==> src/rtl/fct_consts.vh <==
`ifndef FCT_CONSTS_VH
`define FCT_CONSTS_VH
// ****************
// modes of the classic timers
// ****************
`define FCT_MODE_13BIT 2'h0
`define FCT_MODE_16BIT 2'h1
`define FCT_MODE_RELOAD8 2'h2
`define FCT_MODE_SPLIT8 2'h3
// ****************
// prescale field codes
// ****************
`define FCT_SCA_DIV12 2'h0
`define FCT_SCA_DIV4 2'h1
`define FCT_SCA_DIV48 2'h2
`define FCT_SCA_EXT8 2'h3
// ****************
// divide ratios
// ****************
`define FCT_DIV_12 12
`define FCT_DIV_4 4
`define FCT_DIV_48 48
`define FCT_DIV_EXT 8
// ****************
// reset values
// ****************
`define FCT_RST_BYTE 8'h00
`endif

==> src/rtl/fct_reload_timer.v <==
`timescale 1ns/1ps
`default_nettype none
`include "fct_consts.vh"
// 16-bit auto-reload timer, optionally split into two 8-bit auto-reload timers
module fct_reload_timer (
  // clock and reset
  input wire clk,
  input wire sys_rst,
  // control
  input wire run_lo,
  input wire run_hi,
  input wire split,
  input wire tick_lo,
  input wire tick_hi,
  input wire [7:0] reload_lo,
  input wire [7:0] reload_hi,
  // state
  output reg [7:0] count_lo_q,
  output reg [7:0] count_hi_q,
  output reg ovf_lo_q,
  output reg ovf_hi_q
);
  wire inc_lo = run_lo && tick_lo;
  wire inc_hi = split ? (run_hi && tick_hi) : (inc_lo && count_lo_q == 8'hFF);
  always @(posedge clk) begin
    if (sys_rst) begin
      count_lo_q <= `FCT_RST_BYTE;
      count_hi_q <= `FCT_RST_BYTE;
      ovf_lo_q <= 1'b0;
      ovf_hi_q <= 1'b0;
    end else begin
      ovf_lo_q <= 1'b0;
      ovf_hi_q <= 1'b0;
      if (split) begin // [RULE3]
        if (inc_lo) begin
          count_lo_q <= (count_lo_q == 8'hFF) ? reload_lo : count_lo_q + 8'h01;
          ovf_lo_q <= (count_lo_q == 8'hFF);
        end
        if (inc_hi) begin
          count_hi_q <= (count_hi_q == 8'hFF) ? reload_hi : count_hi_q + 8'h01;
          ovf_hi_q <= (count_hi_q == 8'hFF);
        end
      end else if (inc_lo) begin // [RULE3]
        if (count_lo_q == 8'hFF && count_hi_q == 8'hFF) begin
          count_lo_q <= reload_lo;
          count_hi_q <= reload_hi;
          ovf_hi_q <= 1'b1;
        end else begin
          count_lo_q <= count_lo_q + 8'h01;
          if (inc_hi) begin
            count_hi_q <= count_hi_q + 8'h01;
          end
        end
      end
    end
  end
endmodule // fct_reload_timer
`default_nettype wire

==> src/rtl/fct_timer_set.v <==
// Functional notes
// RULE1: four timers are built, two classic 16-bit counter/timers and two 16-bit auto-reload timers.
// RULE2: classic timers do 13-bit, 16-bit and 8-bit reload modes, and only timer zero splits into two 8-bit.
// RULE3: each auto-reload timer runs as one 16-bit reload timer or two 8-bit reload timers.
// RULE4: classic timer clock comes from five sources chosen by select bits and the prescale field.
// RULE5: each classic timer runs from the prescaled clock or straight from the core clock.
// RULE6: auto-reload timers tick from the core clock, core clock over 12, or external clock over 8.
// RULE7: in counter mode the count goes up once per falling edge on the count pin.
// RULE8: counter mode handles events up to a quarter of the core clock rate.
// RULE9: the event source holds each pin level at least two core clock cycles.
// RULE10: timers give periodic overflow requests, measure intervals and count events.
// RULE11: count pins are synchronised and a falling edge between two samples makes a one-cycle pulse.
// RULE12: prescale 00 divides by 12, 01 by 4, 10 by 48, 11 gives external clock over 8.
// RULE13: in 13-bit mode the wrap from all ones to zero sets the overflow flag and requests an interrupt.
// RULE14: a classic timer counts only when run is set and gate is clear or the interrupt input is active.
// RULE15: in 8-bit reload mode the low byte wraps, sets the flag and reloads from the unchanged high byte.
`timescale 1ns/1ps
`default_nettype none
`include "fct_consts.vh"
module fct_timer_set (
  // clock and reset
  input wire clk,
  input wire sys_rst,
  // external sources
  input wire ext_osc_clk,
  input wire count_input_pin_zero,
  input wire count_input_pin_one,
  input wire external_interrupt_zero_input,
  input wire external_interrupt_one_input,
  // shared clock config
  input wire [1:0] prescale_select_field,
  input wire timer0_core_clock_select,
  input wire timer1_core_clock_select,
  // timer zero config
  input wire [1:0] timer0_mode,
  input wire timer0_counter_mode,
  input wire timer0_run_bit,
  input wire timer0_gate_bit,
  input wire timer0_int_polarity,
  // timer one config
  input wire [1:0] timer1_mode,
  input wire timer1_counter_mode,
  input wire timer1_run_bit,
  input wire timer1_gate_bit,
  input wire timer1_int_polarity,
  // software writes to classic count bytes
  input wire timer0_low_byte_we,
  input wire timer0_high_byte_we,
  input wire timer1_low_byte_we,
  input wire timer1_high_byte_we,
  input wire [7:0] wr_data,
  // flag clears
  input wire timer0_flag_clr,
  input wire timer1_flag_clr,
  input wire [3:0] reload_flag_clr,
  // auto-reload timers: per timer index 0/1
  input wire [1:0] reload_run,
  input wire [1:0] reload_split,
  input wire [3:0] reload_clk_sel,
  input wire [15:0] reload_value_a,
  input wire [15:0] reload_value_b,
  // classic timer state
  output reg [7:0] timer0_low_byte,
  output reg [7:0] timer0_high_byte,
  output reg [7:0] timer1_low_byte,
  output reg [7:0] timer1_high_byte,
  output reg timer0_overflow_flag,
  output reg timer1_overflow_flag,
  // auto-reload timer state
  output reg [15:0] reload_count_a,
  output reg [15:0] reload_count_b,
  output reg [3:0] reload_flags
);
  // ****************
  // input synchronisers and edge pulses
  // ****************
  reg [1:0] pin0_s_q, pin1_s_q, ext_s_q;
  reg pin0_old_q, pin1_old_q, ext_old_q;
  always @(posedge clk) begin
    if (sys_rst) begin
      pin0_s_q <= 2'h3;
      pin1_s_q <= 2'h3;
      ext_s_q <= 2'h0;
      pin0_old_q <= 1'b1;
      pin1_old_q <= 1'b1;
      ext_old_q <= 1'b0;
    end else begin
      // first stage read only by the second; rates beyond a quarter are aliased
      pin0_s_q <= {pin0_s_q[0], count_input_pin_zero}; // [RULE11] [RULE8]
      pin1_s_q <= {pin1_s_q[0], count_input_pin_one}; // [RULE11]
      ext_s_q <= {ext_s_q[0], ext_osc_clk};
      pin0_old_q <= pin0_s_q[1];
      pin1_old_q <= pin1_s_q[1];
      ext_old_q <= ext_s_q[1];
    end
  end
  // relies on the source holding each level two cycles [RULE9]
  wire fall0 = pin0_old_q && !pin0_s_q[1]; // [RULE11] [RULE7]
  wire fall1 = pin1_old_q && !pin1_s_q[1]; // [RULE11] [RULE7]
  wire ext_rise = !ext_old_q && ext_s_q[1];

  // ****************
  // prescaler
  // ****************
  reg [5:0] div12_q, div4_q, div48_q;
  reg [2:0] div8_q;
  always @(posedge clk) begin
    if (sys_rst) begin
      div12_q <= 6'h00;
      div4_q <= 6'h00;
      div48_q <= 6'h00;
      div8_q <= 3'h0;
    end else begin
      div12_q <= (div12_q == 6'd`FCT_DIV_12 - 6'd1) ? 6'h00 : div12_q + 6'h01;
      div4_q <= (div4_q == 6'd`FCT_DIV_4 - 6'd1) ? 6'h00 : div4_q + 6'h01;
      div48_q <= (div48_q == 6'd`FCT_DIV_48 - 6'd1) ? 6'h00 : div48_q + 6'h01;
      if (ext_rise) begin
        div8_q <= ({1'b0, div8_q} == 4'd`FCT_DIV_EXT - 4'd1) ? 3'h0 : div8_q + 3'h1;
      end
    end
  end
  wire tick12 = (div12_q == 6'h00);
  wire tick4 = (div4_q == 6'h00);
  wire tick48 = (div48_q == 6'h00);
  wire tick_ext8 = ext_rise && (div8_q == 3'h0);
  reg tick_pre;
  always @* begin
    case (prescale_select_field) // [RULE12]
      `FCT_SCA_DIV12: tick_pre = tick12;
      `FCT_SCA_DIV4: tick_pre = tick4;
      `FCT_SCA_DIV48: tick_pre = tick48;
      default: tick_pre = tick_ext8;
    endcase
  end

  // ****************
  // classic timer enables
  // ****************
  wire t0_src = timer0_counter_mode ? fall0 : (timer0_core_clock_select ? 1'b1 : tick_pre); // [RULE4] [RULE5]
  wire t1_src = timer1_counter_mode ? fall1 : (timer1_core_clock_select ? 1'b1 : tick_pre); // [RULE4] [RULE5]
  wire external_interrupt_zero_input_act = (external_interrupt_zero_input == timer0_int_polarity);
  wire int1_act = (external_interrupt_one_input == timer1_int_polarity);
  wire t0_en = timer0_run_bit && (!timer0_gate_bit || external_interrupt_zero_input_act); // [RULE14]
  wire t1_en = timer1_run_bit && (!timer1_gate_bit || int1_act); // [RULE14]
  // split mode: high byte of timer zero runs off timer one's run bit and clock
  wire t0_split = (timer0_mode == `FCT_MODE_SPLIT8);
  wire t0h_en = timer1_run_bit && (timer1_core_clock_select ? 1'b1 : tick_pre);

  // ****************
  // classic timer zero
  // ****************
  wire [12:0] t0_13 = {timer0_high_byte, timer0_low_byte[4:0]};
  wire [15:0] t0_16 = {timer0_high_byte, timer0_low_byte};
  always @(posedge clk) begin
    if (sys_rst) begin
      timer0_low_byte <= `FCT_RST_BYTE;
      timer0_high_byte <= `FCT_RST_BYTE;
      timer0_overflow_flag <= 1'b0;
    end else begin
      if (timer0_flag_clr) timer0_overflow_flag <= 1'b0; // a set further down wins
      if (t0_en && t0_src) begin
        case (timer0_mode) // [RULE2]
          `FCT_MODE_13BIT: begin
            timer0_high_byte <= t0_13[12:5] + {7'h00, &t0_13[4:0]};
            timer0_low_byte <= {timer0_low_byte[7:5], t0_13[4:0] + 5'h01};
            if (&t0_13) timer0_overflow_flag <= 1'b1; // [RULE13] [RULE10]
          end
          `FCT_MODE_16BIT: begin
            {timer0_high_byte, timer0_low_byte} <= t0_16 + 16'h0001;
            if (&t0_16) timer0_overflow_flag <= 1'b1;
          end
          `FCT_MODE_RELOAD8: begin
            if (&timer0_low_byte) begin
              timer0_low_byte <= timer0_high_byte; // [RULE15]
              timer0_overflow_flag <= 1'b1; // [RULE15]
            end else begin
              timer0_low_byte <= timer0_low_byte + 8'h01;
            end
          end
          default: begin
            timer0_low_byte <= timer0_low_byte + 8'h01;
            if (&timer0_low_byte) timer0_overflow_flag <= 1'b1;
          end
        endcase
      end
      if (t0_split && t0h_en) begin
        timer0_high_byte <= timer0_high_byte + 8'h01;
      end
      // software writes take priority over counting
      if (timer0_low_byte_we) timer0_low_byte <= wr_data;
      if (timer0_high_byte_we) timer0_high_byte <= wr_data;
    end
  end

  // ****************
  // classic timer one
  // ****************
  wire [12:0] t1_13 = {timer1_high_byte, timer1_low_byte[4:0]};
  wire [15:0] t1_16 = {timer1_high_byte, timer1_low_byte};
  // timer one's flag belongs to timer zero's high byte in split mode
  wire t0h_ovf = t0_split && t0h_en && (&timer0_high_byte);
  always @(posedge clk) begin
    if (sys_rst) begin
      timer1_low_byte <= `FCT_RST_BYTE;
      timer1_high_byte <= `FCT_RST_BYTE;
      timer1_overflow_flag <= 1'b0;
    end else begin
      if (t0h_ovf) begin
        timer1_overflow_flag <= 1'b1;
      end else if (timer1_flag_clr) begin // a set further down wins
        timer1_overflow_flag <= 1'b0;
      end
      // timer zero's split only takes timer one's flag; timer one's own split mode stops it
      if (t1_en && t1_src && timer1_mode != `FCT_MODE_SPLIT8) begin
        case (timer1_mode) // [RULE2]
          `FCT_MODE_13BIT: begin
            timer1_high_byte <= t1_13[12:5] + {7'h00, &t1_13[4:0]};
            timer1_low_byte <= {timer1_low_byte[7:5], t1_13[4:0] + 5'h01};
            if (&t1_13 && !t0_split) timer1_overflow_flag <= 1'b1; // [RULE13]
          end
          `FCT_MODE_16BIT: begin
            {timer1_high_byte, timer1_low_byte} <= t1_16 + 16'h0001;
            if (&t1_16 && !t0_split) timer1_overflow_flag <= 1'b1;
          end
          default: begin
            if (&timer1_low_byte) begin
              timer1_low_byte <= timer1_high_byte; // [RULE15]
              if (!t0_split) timer1_overflow_flag <= 1'b1;
            end else begin
              timer1_low_byte <= timer1_low_byte + 8'h01;
            end
          end
        endcase
      end
      if (timer1_low_byte_we) timer1_low_byte <= wr_data;
      if (timer1_high_byte_we) timer1_high_byte <= wr_data;
    end
  end

  // ****************
  // auto-reload timers
  // ****************
  wire [15:0] rl_val [0:1];
  wire [15:0] rl_cnt [0:1];
  wire [1:0] ovf_lo, ovf_hi;
  assign rl_val[0] = reload_value_a;
  assign rl_val[1] = reload_value_b;
  genvar gi;
  generate
    for (gi = 0; gi < 2; gi = gi + 1) begin : g_rl
      reg tk;
      always @* begin
        case (reload_clk_sel[2*gi+1:2*gi]) // [RULE6]
          2'h0: tk = tick12;
          2'h1: tk = tick_ext8;
          default: tk = 1'b1;
        endcase
      end
      fct_reload_timer u_tmr (
        .clk(clk),
        .sys_rst(sys_rst),
        .run_lo(reload_run[gi]),
        .run_hi(reload_run[gi]),
        .split(reload_split[gi]),
        .tick_lo(tk),
        .tick_hi(tk),
        .reload_lo(rl_val[gi][7:0]),
        .reload_hi(rl_val[gi][15:8]),
        .count_lo_q(rl_cnt[gi][7:0]),
        .count_hi_q(rl_cnt[gi][15:8]),
        .ovf_lo_q(ovf_lo[gi]),
        .ovf_hi_q(ovf_hi[gi])
      ); // [RULE1]
    end
  endgenerate
  integer k;
  always @(posedge clk) begin
    if (sys_rst) begin
      reload_count_a <= 16'h0000;
      reload_count_b <= 16'h0000;
      reload_flags <= 4'h0;
    end else begin
      reload_count_a <= rl_cnt[0];
      reload_count_b <= rl_cnt[1];
      for (k = 0; k < 2; k = k + 1) begin
        // set wins over clear
        reload_flags[2*k] <= ovf_lo[k] | (reload_flags[2*k] & ~reload_flag_clr[2*k]);
        reload_flags[2*k+1] <= ovf_hi[k] | (reload_flags[2*k+1] & ~reload_flag_clr[2*k+1]); // [RULE10]
      end
    end
  end
endmodule // fct_timer_set
`default_nettype wire

==> config.mk <==
export PLATFORM = sky130hd
export DESIGN_NAME = fct_timer_set
export DESIGN_NICKNAME = d
export VERILOG_FILES = /design/src/rtl/fct_reload_timer.v /design/src/rtl/fct_timer_set.v
export VERILOG_INCLUDE_DIRS = /design/src /design/src/rtl
export SDC_FILE = /design/constraint.sdc
export NUM_CORES = 1
export LEC_CHECK = 0
export BUFFER_PORTS_ARGS = -buffer_cell sky130_fd_sc_hd__buf_2
export CAP_MARGIN = 20
export CORE_AREA = 3 3 117 119
export DETAILED_ROUTE_END_ITERATION = 7
export DIE_AREA = 0 0 120 122
export MAX_ROUTING_LAYER = met4
export PLACE_DENSITY_LB_ADDON = 0.25
export SYNTH_ARGS = -nofsm -noshare
export SYNTH_HDL_FRONTEND = slang
export SYNTH_SLANG_ARGS = --single-unit
export TNS_END_PERCENT = 30
==> constraint.sdc <==
create_clock -name clk -period 2.75 [get_ports clk]
set_input_delay 0.1375 -clock clk [delete_from_list [all_inputs] [get_ports clk]]
set_output_delay 0.1375 -clock clk [all_outputs]
set_load 0.01 [all_outputs]
==> results of run 1 <==
## registers in the layout, indices dropped and copies added, names as in the netlist, 3 cells and up
| register | count |
|---|---|
| div48_q | 6 |
| div8_q | 3 |
| div4_q | 6 |
| g_rl.u_tmr.count_hi_q | 16 |
| div12_q | 6 |
| reload_count_a | 16 |
| timer0_low_byte | 8 |
| g_rl.u_tmr.count_lo_q | 16 |
| reload_count_b | 16 |
| reload_flags | 4 |
| timer1_low_byte | 8 |
| timer0_high_byte | 8 |
| timer1_high_byte | 8 |
## metal layers
metal | wire (um) | part of all wire (%) | vias to the layer above | track usage [%]
li1 | - | - | 3285 | -
met1 | 8190 | 46 | 2958 | 32.8
met2 | 8050 | 45 | 292 | 37.7
met3 | 1350 | 7.5 | 37 | 6.08
met4 | 367 | 2.0 | 0 | 10.5
met5 | 0 | 0 | - | -
## per-stage QoR
stage               hold WS (ps)  utilization [%]
detailed placement           325             61.6
CTS                         1.60             67.0
global route                11.9             67.0
global placement             323             61.6
floorplan                    241                -
finish                      6.51             67.0
## what timing repair did
item | in CTS | in global routing
hold buffers | 14 | 0
resized for setup | 0 | 1
setup endpoints to repair | 0 | 1
hold endpoints to repair | 14 | 0
## cells in the mapped netlist, types with 3 or more instances
master	count	share of area, %
a22o_1	5	0.63
and3_1	15	1.4
a211o_1	6	0.76
a211oi_1	21	2.3
xor2_1	12	1.5
mux2_2	5	0.81
nand3_1	37	2.7
o21a_1	11	1.2
or2_2	9	0.81
a21oi_1	53	3.8
nand2b_1	6	0.54
or4b_1	4	0.58
ha_1	22	4.0
dfxtp_1	136	39
clkbuf_1	32	1.7
nor2_1	78	4.2
o211ai_1	3	0.33
a221oi_1	7	0.89
a311oi_1	7	0.89
mux2i_1	7	1.0
nor3b_1	3	0.33
inv_1	43	2.3
buf_2	4	0.29
or4_1	4	0.43
and2_1	3	0.27
o2bb2ai_1	4	0.51
o311ai_0	4	0.51
xnor2_1	18	2.3
nor3_1	16	1.2
o21ai_0	28	2.0
a31oi_1	11	1.0
nor2b_1	34	3.1
and4_1	8	1.0
a22oi_1	9	0.98
a32oi_1	3	0.38
nand2_1	74	4.0
nand4_1	20	1.8
## critical path, delay by kind of cell, from the launching register on
family	cells	cell delay, ps
and+or+nand+nor	3	1110
AOI/OAI and AO/OA	3	710
adders and majority gates	1	180
buffers and inverters	1	60
DFF	1	380
## placed cells by master, fill, tap and decap left out, types with 14 or more instances in the layout
cell type        n
xnor2_1         18
dfxtp_1        136
inv_1           43
nand2_1         74
and3_1          15
nor3_1          16
nor2_1          78
nor2b_1         34
clkbuf_16       17
nand3_1         37
buf_4           15
a21oi_1         53
a211oi_1        20
dlygate4sd3_1   14
ha_1            22
nand4_1         20
buf_2          149
o21ai_0         28
## path summary, 6_finish.rpt
| path | end | slack (ps) | cells past startpoint | startpoint |
|---|---|---|---|---|
| worst max-delay path | timer1_low_byte[4] | 190 | 8 | div8_q[0] |
| worst min register to register | pin1_s_q[1] | 410 | 1 | pin1_s_q[0] |
| worst max register to register | timer1_low_byte[4] | 190 | 8 | div8_q[0] |
| worst min-delay path | reload_flags[2] | 7 | 4 | reload_flag_clr[2] |
## power groups by stage
stage,logic (W),clock network (W),registers (W)
2_1_floorplan,0.000317,0,0.00217
3_3_place_gp,0.000505,0,0.00218
3_5_place_dp,0.000511,0,0.00218
4_1_cts,0.000531,0.00212,0.00214
5_1_grt,0.000594,0.00221,0.00215
6_report,0.000534,0.00209,0.00214
## kinds of logic after synthesis
logic type,Yosys count
simple gates,331
compound gates,205
flops,136
buf+inv,84
xor+xnor,30
fa+ha+maj,22
mux,12
## layout make-up
cell class,count,area (um2)
fill,1099,4180
clock buffer,20,437
clock inverter,12,104
inverter,44,165
tap,172,215
timing repair buffer,178,998
sequential,136,2720
multi-input combinational,600,3850
==> qor.csv, run 1 <==
metric,value,unit
status,"complete, no violations",
Adder-Cell Fraction of Synth Area,3.98,%
CTS Root Cell,clkbuf_16,
nets,1080,
P&R area growth vs syn,22.9,%
Syn Nets,923,
setup_tns,0,ps
ys flop type,dfxtp_1,
dpl ws,96.5,ps
DRT antenna net count,0,
crit path kind,register to register,
CTS tree,yes,
Switching Share,26.1,%
nature of the critical path startpoint,register,
Finished Cell Area,0.00849,mm2
routed vias/inst,5.66,
unrepaired setup endpoints after global routing,false,
Final Non-Filler Cells,1162,
overall power,0.00476,W
Final Cycle Share,93.0,%
"EDFF count, synth",0,
GP Congestion,0.906,
number of port buffers,150,
synth unique cells,80,
"Clk Latency, worst-skew pair",430,ps
starting density of the core,54.5,%
CP max FO,5,
DRC,0,
std cell rows,41,
first-pass GRT wire length,28.9,mm
drt initial violations,616,
Worst EP arrival,2870,ps
pwr dens,561,mW/mm2
initial antenna violation count,0,
number of global-route vias before repair,5958,
Routed WL,18.0,mm
P_int,0.00352,W
Cells after DPL,1116,
n_diodes,0,
All-Layer GR Usage,25.2,%
die width,120,um
via count,6572,
Synth Area in Compound Gates,20.8,%
Fin Clk Skew,10.9,ps
cts bufs inserted,17,
core area,0.0127,mm2
placed instance area,0.00781,mm2
Clock transition at path regs,60,ps
DRT Pass-1 Iters,5,
Max Freq,391,MHz
Synth Area per Inst,8.43,um2
Slew HR,58.4,%
Combinational Power Share,11.2,%
postcts setup bufs,0,
Worst EP required,3060,ps
detailed placement HPWL,12.9,mm
Final setup viols,0,
GR Overflow Total,0,
"slowest stage delay, CP",600,ps
NetSw,0.00124,W
H-tree levels,4,
"Seq/Total Area, Yosys",39.4,%
Reg power frac,44.9,%
Max Slew Vio Count,0,
DIE AREA,0.0146,mm2
Avg WL per Cell,15.5,um
Max rail drop VDD,0.000404,V
share of layout cells above drive strength 1,22.8,%
asr flop ratio synth,0,%
largest net degree at the start of global routing,59,
Cells after Synth,820,
clk sinks,136,
CTS max path bufs,2,
max_cap viols,0,
post-layout min period,2560,ps
Seq cells post-synth,136,
final hold vios,0,
"Slowest-stage cell, CP",or4b_2,
mux cell area share after synthesis,1.83,%
clock share of power,43.9,%
synthesized cell area,0.00691,mm2
Synth Area in XOR/XNOR,3.80,%
HP Class,primary input to register,
largest family of logic cells by synthesized area,simple AND/OR/NAND/NOR gates,
Lkg Pwr,3.58,nW
worst-path cell chain,inv_1 -> ha_1 -> and4bb_2 -> a221oi_2 -> o31ai_4 -> and3_2 -> or4b_2 -> o311ai_0,
Synth Warn #,0,
Simple-Gate Fraction of Synth Area,25.3,%
worst slew pin tran,617,ps
die span in y,122,um
slack of the critical path,192,ps
crit end category,register,
IO Pins,151,
Note: power is estimated with default switching activity, not from simulation.
==> run 2, diff against run 1 <==
==> constraint.sdc (replaced) <==
create_clock -name clk -period 2.75 [get_ports clk]
set_input_delay 0.55 -clock clk [delete_from_list [all_inputs] [get_ports clk]]
set_output_delay 0.55 -clock clk [all_outputs]
set_load 0.01 [all_outputs]
==> run 2 against run 1 <==
- design area down 1.3%
- critical path type unchanged
- total power decreased by 0.47%
- critical endpoint unchanged
- sequential share of layout area is 0.43 points higher
- clock skew is 2.1 ps lower
- highest routed layer unchanged
- maximum frequency shrank 0.98%
- first-iteration DRC count rose by 13%
- global-route usage fell by 0.36 points
==> qor.csv, run 2 (synthesis gave the netlist of run 1 again) <==
metric,value,unit,change
detailed placement HPWL,12.8,mm,was 12.9 mm
"Slowest-stage cell, CP",or4b_2,,unchanged
die width,120,um,unchanged
clk sinks,136,,unchanged
Final setup viols,0,,unchanged
"Clk Latency, worst-skew pair",420,ps,was 430 ps
dpl ws,161,ps,was 96.5 ps
fillers,1099,,unchanged
worst-path cell chain,inv_1 -> ha_1 -> and4bb_2 -> a221oi_4 -> o31ai_4 -> and3_2 -> or4b_2 -> o311ai_0,,was inv_1 -> ha_1 -> and4bb_2 -> a221oi_2 -> o31ai_4 -> and3_2 -> or4b_2 -> o311ai_0
CTS Root Cell,clkbuf_16,,unchanged
CTS tree,yes,,unchanged
Max rail drop VDD,0.000407,V,was 0.000404 V
area occupied by multi-input gates,0.00386,mm2,was 0.00385 mm2
nature of the critical path startpoint,register,,unchanged
Final Cycle Share,94.0,%,was 93.0%
n_diodes,0,,unchanged
die span in y,122,um,unchanged
crit path kind,register to register,,unchanged
DRC,0,,unchanged
DIE AREA,0.0146,mm2,unchanged
CP max FO,4,,was 5
starting density of the core,54.5,%,unchanged
Max Slew Vio Count,0,,unchanged
routed vias/inst,5.75,,was 5.66
std cell rows,41,,unchanged
GR Overflow Total,0,,unchanged
Lkg Pwr,3.54,nW,was 3.58 nW
All-Layer GR Usage,24.8,%,was 25.2%
Top Family by Delay on Critical Path,simple AND/OR/NAND/NOR gates,,unchanged
"slowest stage delay, CP",620,ps,was 600 ps
core area,0.0127,mm2,unchanged
share of layout cells above drive strength 1,23.1,%,was 22.8%
IO Pins,151,,unchanged
initial antenna violation count,0,,unchanged
DRT antenna net count,0,,unchanged
max_cap viols,0,,unchanged
"commonest non-fill, non-tap cell in the layout",buf_2,,unchanged
first-pass GRT wire length,28.5,mm,was 28.9 mm
slack of the critical path,166,ps,was 192 ps
P&R area growth vs syn,21.3,%,was 22.9%
worst slew pin tran,635,ps,was 617 ps
status,"complete, no violations",,unchanged
Clock transition at path regs,50,ps,was 60 ps
Avg WL per Cell,15.6,um,was 15.5 um
CTS max path bufs,2,,unchanged
Worst EP arrival,2870,ps,about the same
number of global-route vias before repair,5920,,was 5958
setup_tns,0,ps,unchanged
Hold Slack,312,ps,was 6.51 ps
number of port buffers,150,,unchanged
H-tree levels,4,,unchanged
unrepaired setup endpoints after global routing,false,,unchanged
postcts setup bufs,0,,unchanged
Routed WL,17.9,mm,was 18.0 mm
largest net degree at the start of global routing,80,,was 59
drt initial violations,696,,was 616
cts bufs inserted,17,,unchanged
Max Freq,387,MHz,was 391 MHz
pwr dens,566,mW/mm2,was 561 mW/mm2
Worst EP required,3040,ps,was 3060 ps
final hold vios,0,,unchanged
Fin Clk Skew,8.79,ps,was 10.9 ps
most frequent cells in the layout,"buf_2 (149), dfxtp_1 (136), nor2_1 (78)",,unchanged
GP Congestion,0.953,,was 0.906
via count,6598,,was 6572
DRT Pass-1 Iters,5,,unchanged
post-layout min period,2580,ps,was 2560 ps
Slew HR,57.5,%,was 58.4%
nets,1068,,was 1080
WP buf/inv,1,,unchanged
crit end category,register,,unchanged
HP Class,primary input to register,,unchanged
register area,0.00272,mm2,unchanged
==> run 2: cell count changes in the layout (fill, tap and decap cells not counted) <==
cell and change:
clkbuf_1 +1, clkinv_4 -1, buf_12 +1, dlygate4sd3_1 -14, clkinvlp_4 -2, clkinv_2 -1, a221oi_2 -1, clkbuf_8 +1
buf_4 +1, a221oi_4 +1
==> run 2: final cells by class <==
class                           count  share of cell area (%)
Clock buffer                       22                    5.42
Clock inverter                      8                   0.896
Inverter                           44                    1.97
Multi-Input combinational cell    600                    46.1
Sequential cell                   136                    32.5
Tap cell                          172                    2.57
Timing Repair Buffer              166                    10.6
==> run 2: worst paths after layout <==
check | start | end | slack, ps | cells past startpoint
worst max-delay path | div8_q[0] | timer1_low_byte[4] | 170 | 8
worst min-delay path | count_input_pin_zero | pin0_s_q[0] | 310 | 2
worst max register to register | div8_q[0] | timer1_low_byte[4] | 170 | 8
worst min register to register | pin0_s_q[0] | pin0_s_q[1] | 420 | 1
==> run 2: per-layer routing <==
metal  vias to the layer above  GRT usage [%]  part of all wire [%]
met2                       285           38.6                    46
li1                       3270              -                     -
met4                         0           9.95                   2.2
met3                        39           5.62                   7.8
met5                         -              -                     0
met1                      3004           31.5                    44
==> run 2: where the power goes <==
part | internal, W | switching [W]
clock | 0.00125 | 0.000816
sequential | 0.00204 | 0.0000989
combinational | 0.000233 | 0.000298
==> run 2: stage by stage <==
stage          total power [W]  std cells  util (%)  instance area (um2)
4_1_cts                0.00477       1148      66.0                 8360
6_report               0.00474       1148      66.1                 8380
3_5_place_dp           0.00270       1118      61.8                 7840
5_1_grt                0.00492       1148      66.1                 8380
2_1_floorplan          0.00248        820         -                 6910
3_3_place_gp           0.00269       1118      61.8                 7840
==> run 2: timing repair <==
item | in CTS | in global routing
gates resized for setup | 0 | 2
endpoints found under the setup margin | 0 | 3
hold buffers | 0 | 0
hold endpoints to repair | 0 | 0
==> run 3, diff against run 2 <==
==> constraint.sdc (replaced) <==
create_clock -name clk -period 2.75 [get_ports clk]
set_input_delay 0.4125 -clock clk [delete_from_list [all_inputs] [get_ports clk]]
set_output_delay 0.4125 -clock clk [all_outputs]
set_load 0.01 [all_outputs]
==> run 3 against run 2 <==
- sequential power hardly changed
- maximum frequency is 1.2% higher
- via count shrank 0.32%
- clock power grew 9%
- register-to-register slack gained 30 ps
- global-route usage down 0.30 points
- design area is 0.15% higher
- core utilization rose by 0.099 points
- routed wire length shrank 1.4%
- worst setup slack gained 30 ps
- critical path depth unchanged
==> qor.csv, run 3 (synthesis gave the netlist of run 1 again) <==
metric,value,unit,change
Reg-to-Reg Start,div8_q[0],,unchanged
GP Congestion,0.946,,was 0.953
Worst EP arrival,2860,ps,was 2870 ps
DIE AREA,0.0146,mm2,unchanged
die width,120,um,unchanged
number of global-route vias before repair,5929,,was 5920
Max Slew Vio Count,0,,unchanged
clock share of power,45.9,%,was 43.6%
fillers,1108,,was 1099
Routed WL,17.7,mm,was 17.9 mm
postcts setup bufs,0,,unchanged
Fin Clk Skew,6.19,ps,was 8.79 ps
Avg WL per Cell,15.4,um,was 15.6 um
Clock transition at path regs,60,ps,was 50 ps
most frequent cells in the layout,"buf_2 (149), dfxtp_1 (136), nor2_1 (78)",,unchanged
Switching Share,25.1,%,was 25.6%
Top Layer Used,met4,,unchanged
"Core Util, Final",66.2,%,was 66.1%
Combinational Power Share,10.6,%,was 11.2%
R2R Setup Slk,200,ps,was 170 ps
CP max FO,5,,was 4
met3 wire length,1.16,mm,was 1.40 mm
Final Non-Filler Cells,1147,,was 1148
GR Overflow Total,0,,unchanged
starting density of the core,54.5,%,unchanged
crit end category,register,,unchanged
die span in y,122,um,unchanged
"commonest non-fill, non-tap cell in the layout",buf_2,,unchanged
crit path kind,register to register,,unchanged
DRT antenna net count,0,,unchanged
HP Class,primary input to register,,unchanged
post_cts resized,0,,unchanged
Reg power frac,43.5,%,was 45.2%
nature of the critical path startpoint,register,,unchanged
Final Cycle Share,92.9,%,was 94.0%
largest net degree at the start of global routing,56,,was 80
met2 WL,8.26,mm,was 8.25 mm
unrepaired setup endpoints after global routing,false,,unchanged
cts bufs inserted,17,,unchanged
setup_tns,0,ps,unchanged
Worst Hold End,pin0_s_q[0],,unchanged
first-pass GRT wire length,28.4,mm,was 28.5 mm
CP startpoint,div8_q[0],,unchanged
R2R depth,8,,unchanged
NetSw,0.00124,W,was 0.00121 W
routed vias/inst,5.73,,was 5.75
nets,1065,,was 1068
Final setup viols,0,,unchanged
clk sinks,136,,unchanged
Lkg Pwr,3.54,nW,about the same
area occupied by multi-input gates,0.00385,mm2,was 0.00386 mm2
detailed placement HPWL,12.9,mm,was 12.8 mm
R2R Path End,timer1_low_byte[4],,unchanged
max_cap viols,0,,unchanged
Max rail drop VDD,0.000418,V,was 0.000407 V
core area,0.0127,mm2,unchanged
CTS tree,yes,,unchanged
All-Layer GR Usage,24.5,%,was 24.8%
post-layout min period,2550,ps,was 2580 ps
H-tree levels,4,,unchanged
pwr dens,585,mW/mm2,was 566 mW/mm2
Worst EP required,3060,ps,was 3040 ps
number of port buffers,150,,unchanged
initial antenna violation count,0,,unchanged
via count,6577,,was 6598
status,"complete, no violations",,unchanged
CTS Root Cell,clkbuf_16,,unchanged
CTS max path bufs,2,,unchanged
"Clk Latency, worst-skew pair",410,ps,was 420 ps
IO Pins,151,,unchanged
Post-Route M1 WL,7.93,mm,was 7.88 mm
n_diodes,0,,unchanged
DRT Pass-1 Iters,5,,unchanged
std cell rows,41,,unchanged
Max Freq,392,MHz,was 387 MHz
DRC,0,,unchanged
worst slew pin tran,671,ps,was 635 ps
drt initial violations,636,,was 696
Slew HR,54.8,%,was 57.5%
P&R area growth vs syn,21.5,%,was 21.3%
share of layout cells above drive strength 1,23.1,%,about the same
register area,0.00272,mm2,unchanged
worst hold path stage count,2,,unchanged
P_int,0.00368,W,was 0.00353 W
final hold vios,0,,unchanged
Hold Crit Start,count_input_pin_zero,,unchanged
Cells after DPL,1115,,was 1118
hold_buf cts,0,,unchanged
[run 3: cell types whose count changed in the layout (fill, tap and decap cells not counted)]
cell / previous run / this run
clkinv_4: 1 / 2
clkinv_2: 4 / 2
clkbuf_8: 1 / 3
a221oi_2: 1 / 2
a221oi_4: 1 / 0
a211oi_1: 20 / 21
buf_12: 1 / 0
clkinvlp_4: 1 / 3
bufinv_16: 1 / 2
buf_4: 16 / 14
a211oi_2: 1 / 0
clkbuf_1: 4 / 2
[run 3: worst max-delay path by stage]
stage                              end  cells after the start
finish              timer1_low_byte[4]                      8
global route        timer1_low_byte[4]                      8
CTS                 timer1_low_byte[4]                      8
detailed placement  timer1_low_byte[4]                      8
global placement    timer1_low_byte[4]                      8
floorplan           timer1_low_byte[4]                      8
[run 3: power by group through the flow]
stage | clock network [W] | logic [W] | registers (W)
2_1_floorplan | 0 | 0.000317 | 0.00217
3_3_place_gp | 0 | 0.000506 | 0.00218
3_5_place_dp | 0 | 0.000515 | 0.00218
4_1_cts | 0.00229 | 0.000518 | 0.00214
5_1_grt | 0.00237 | 0.000576 | 0.00215
6_report | 0.00226 | 0.000519 | 0.00214
[run 3: metal layers]
layer / track usage (%) / vias up
met5: - / -
met4: 9.02 / 0
met3: 5.25 / 31
met2: 38.2 / 245
met1: 31.6 / 3046
li1: - / 3255
[run 3: layout make-up]
type	count	area share, %
repair buffers	163	10.1
inverters	44	1.97
multi-input cells	600	45.8
clock buffers	22	5.65
well taps	172	2.56
flip-flops and latches	136	32.4
clock inverters	10	1.42
[run 3: worst max-delay path, stage by stage (launching register included)]
cell and delay, ps:
dfxtp_1 380, inv_1 60, ha_1 180, and4bb_2 270
a221oi_2 460, o31ai_4 150, and3_2 250, or4b_2 600
o311ai_0 110
[run 3: per-stage QoR]
stage	setup WS, ps	cell area (um2)	power [W]	hold WS [ps]
6_report	196	8390	0.00491	182
2_1_floorplan	347	6910	0.00248	389
4_1_cts	170	8390	0.00494	167
3_3_place_gp	265	7800	0.00268	390
3_5_place_dp	168	7800	0.00269	397
5_1_grt	11.4	8390	0.00509	180
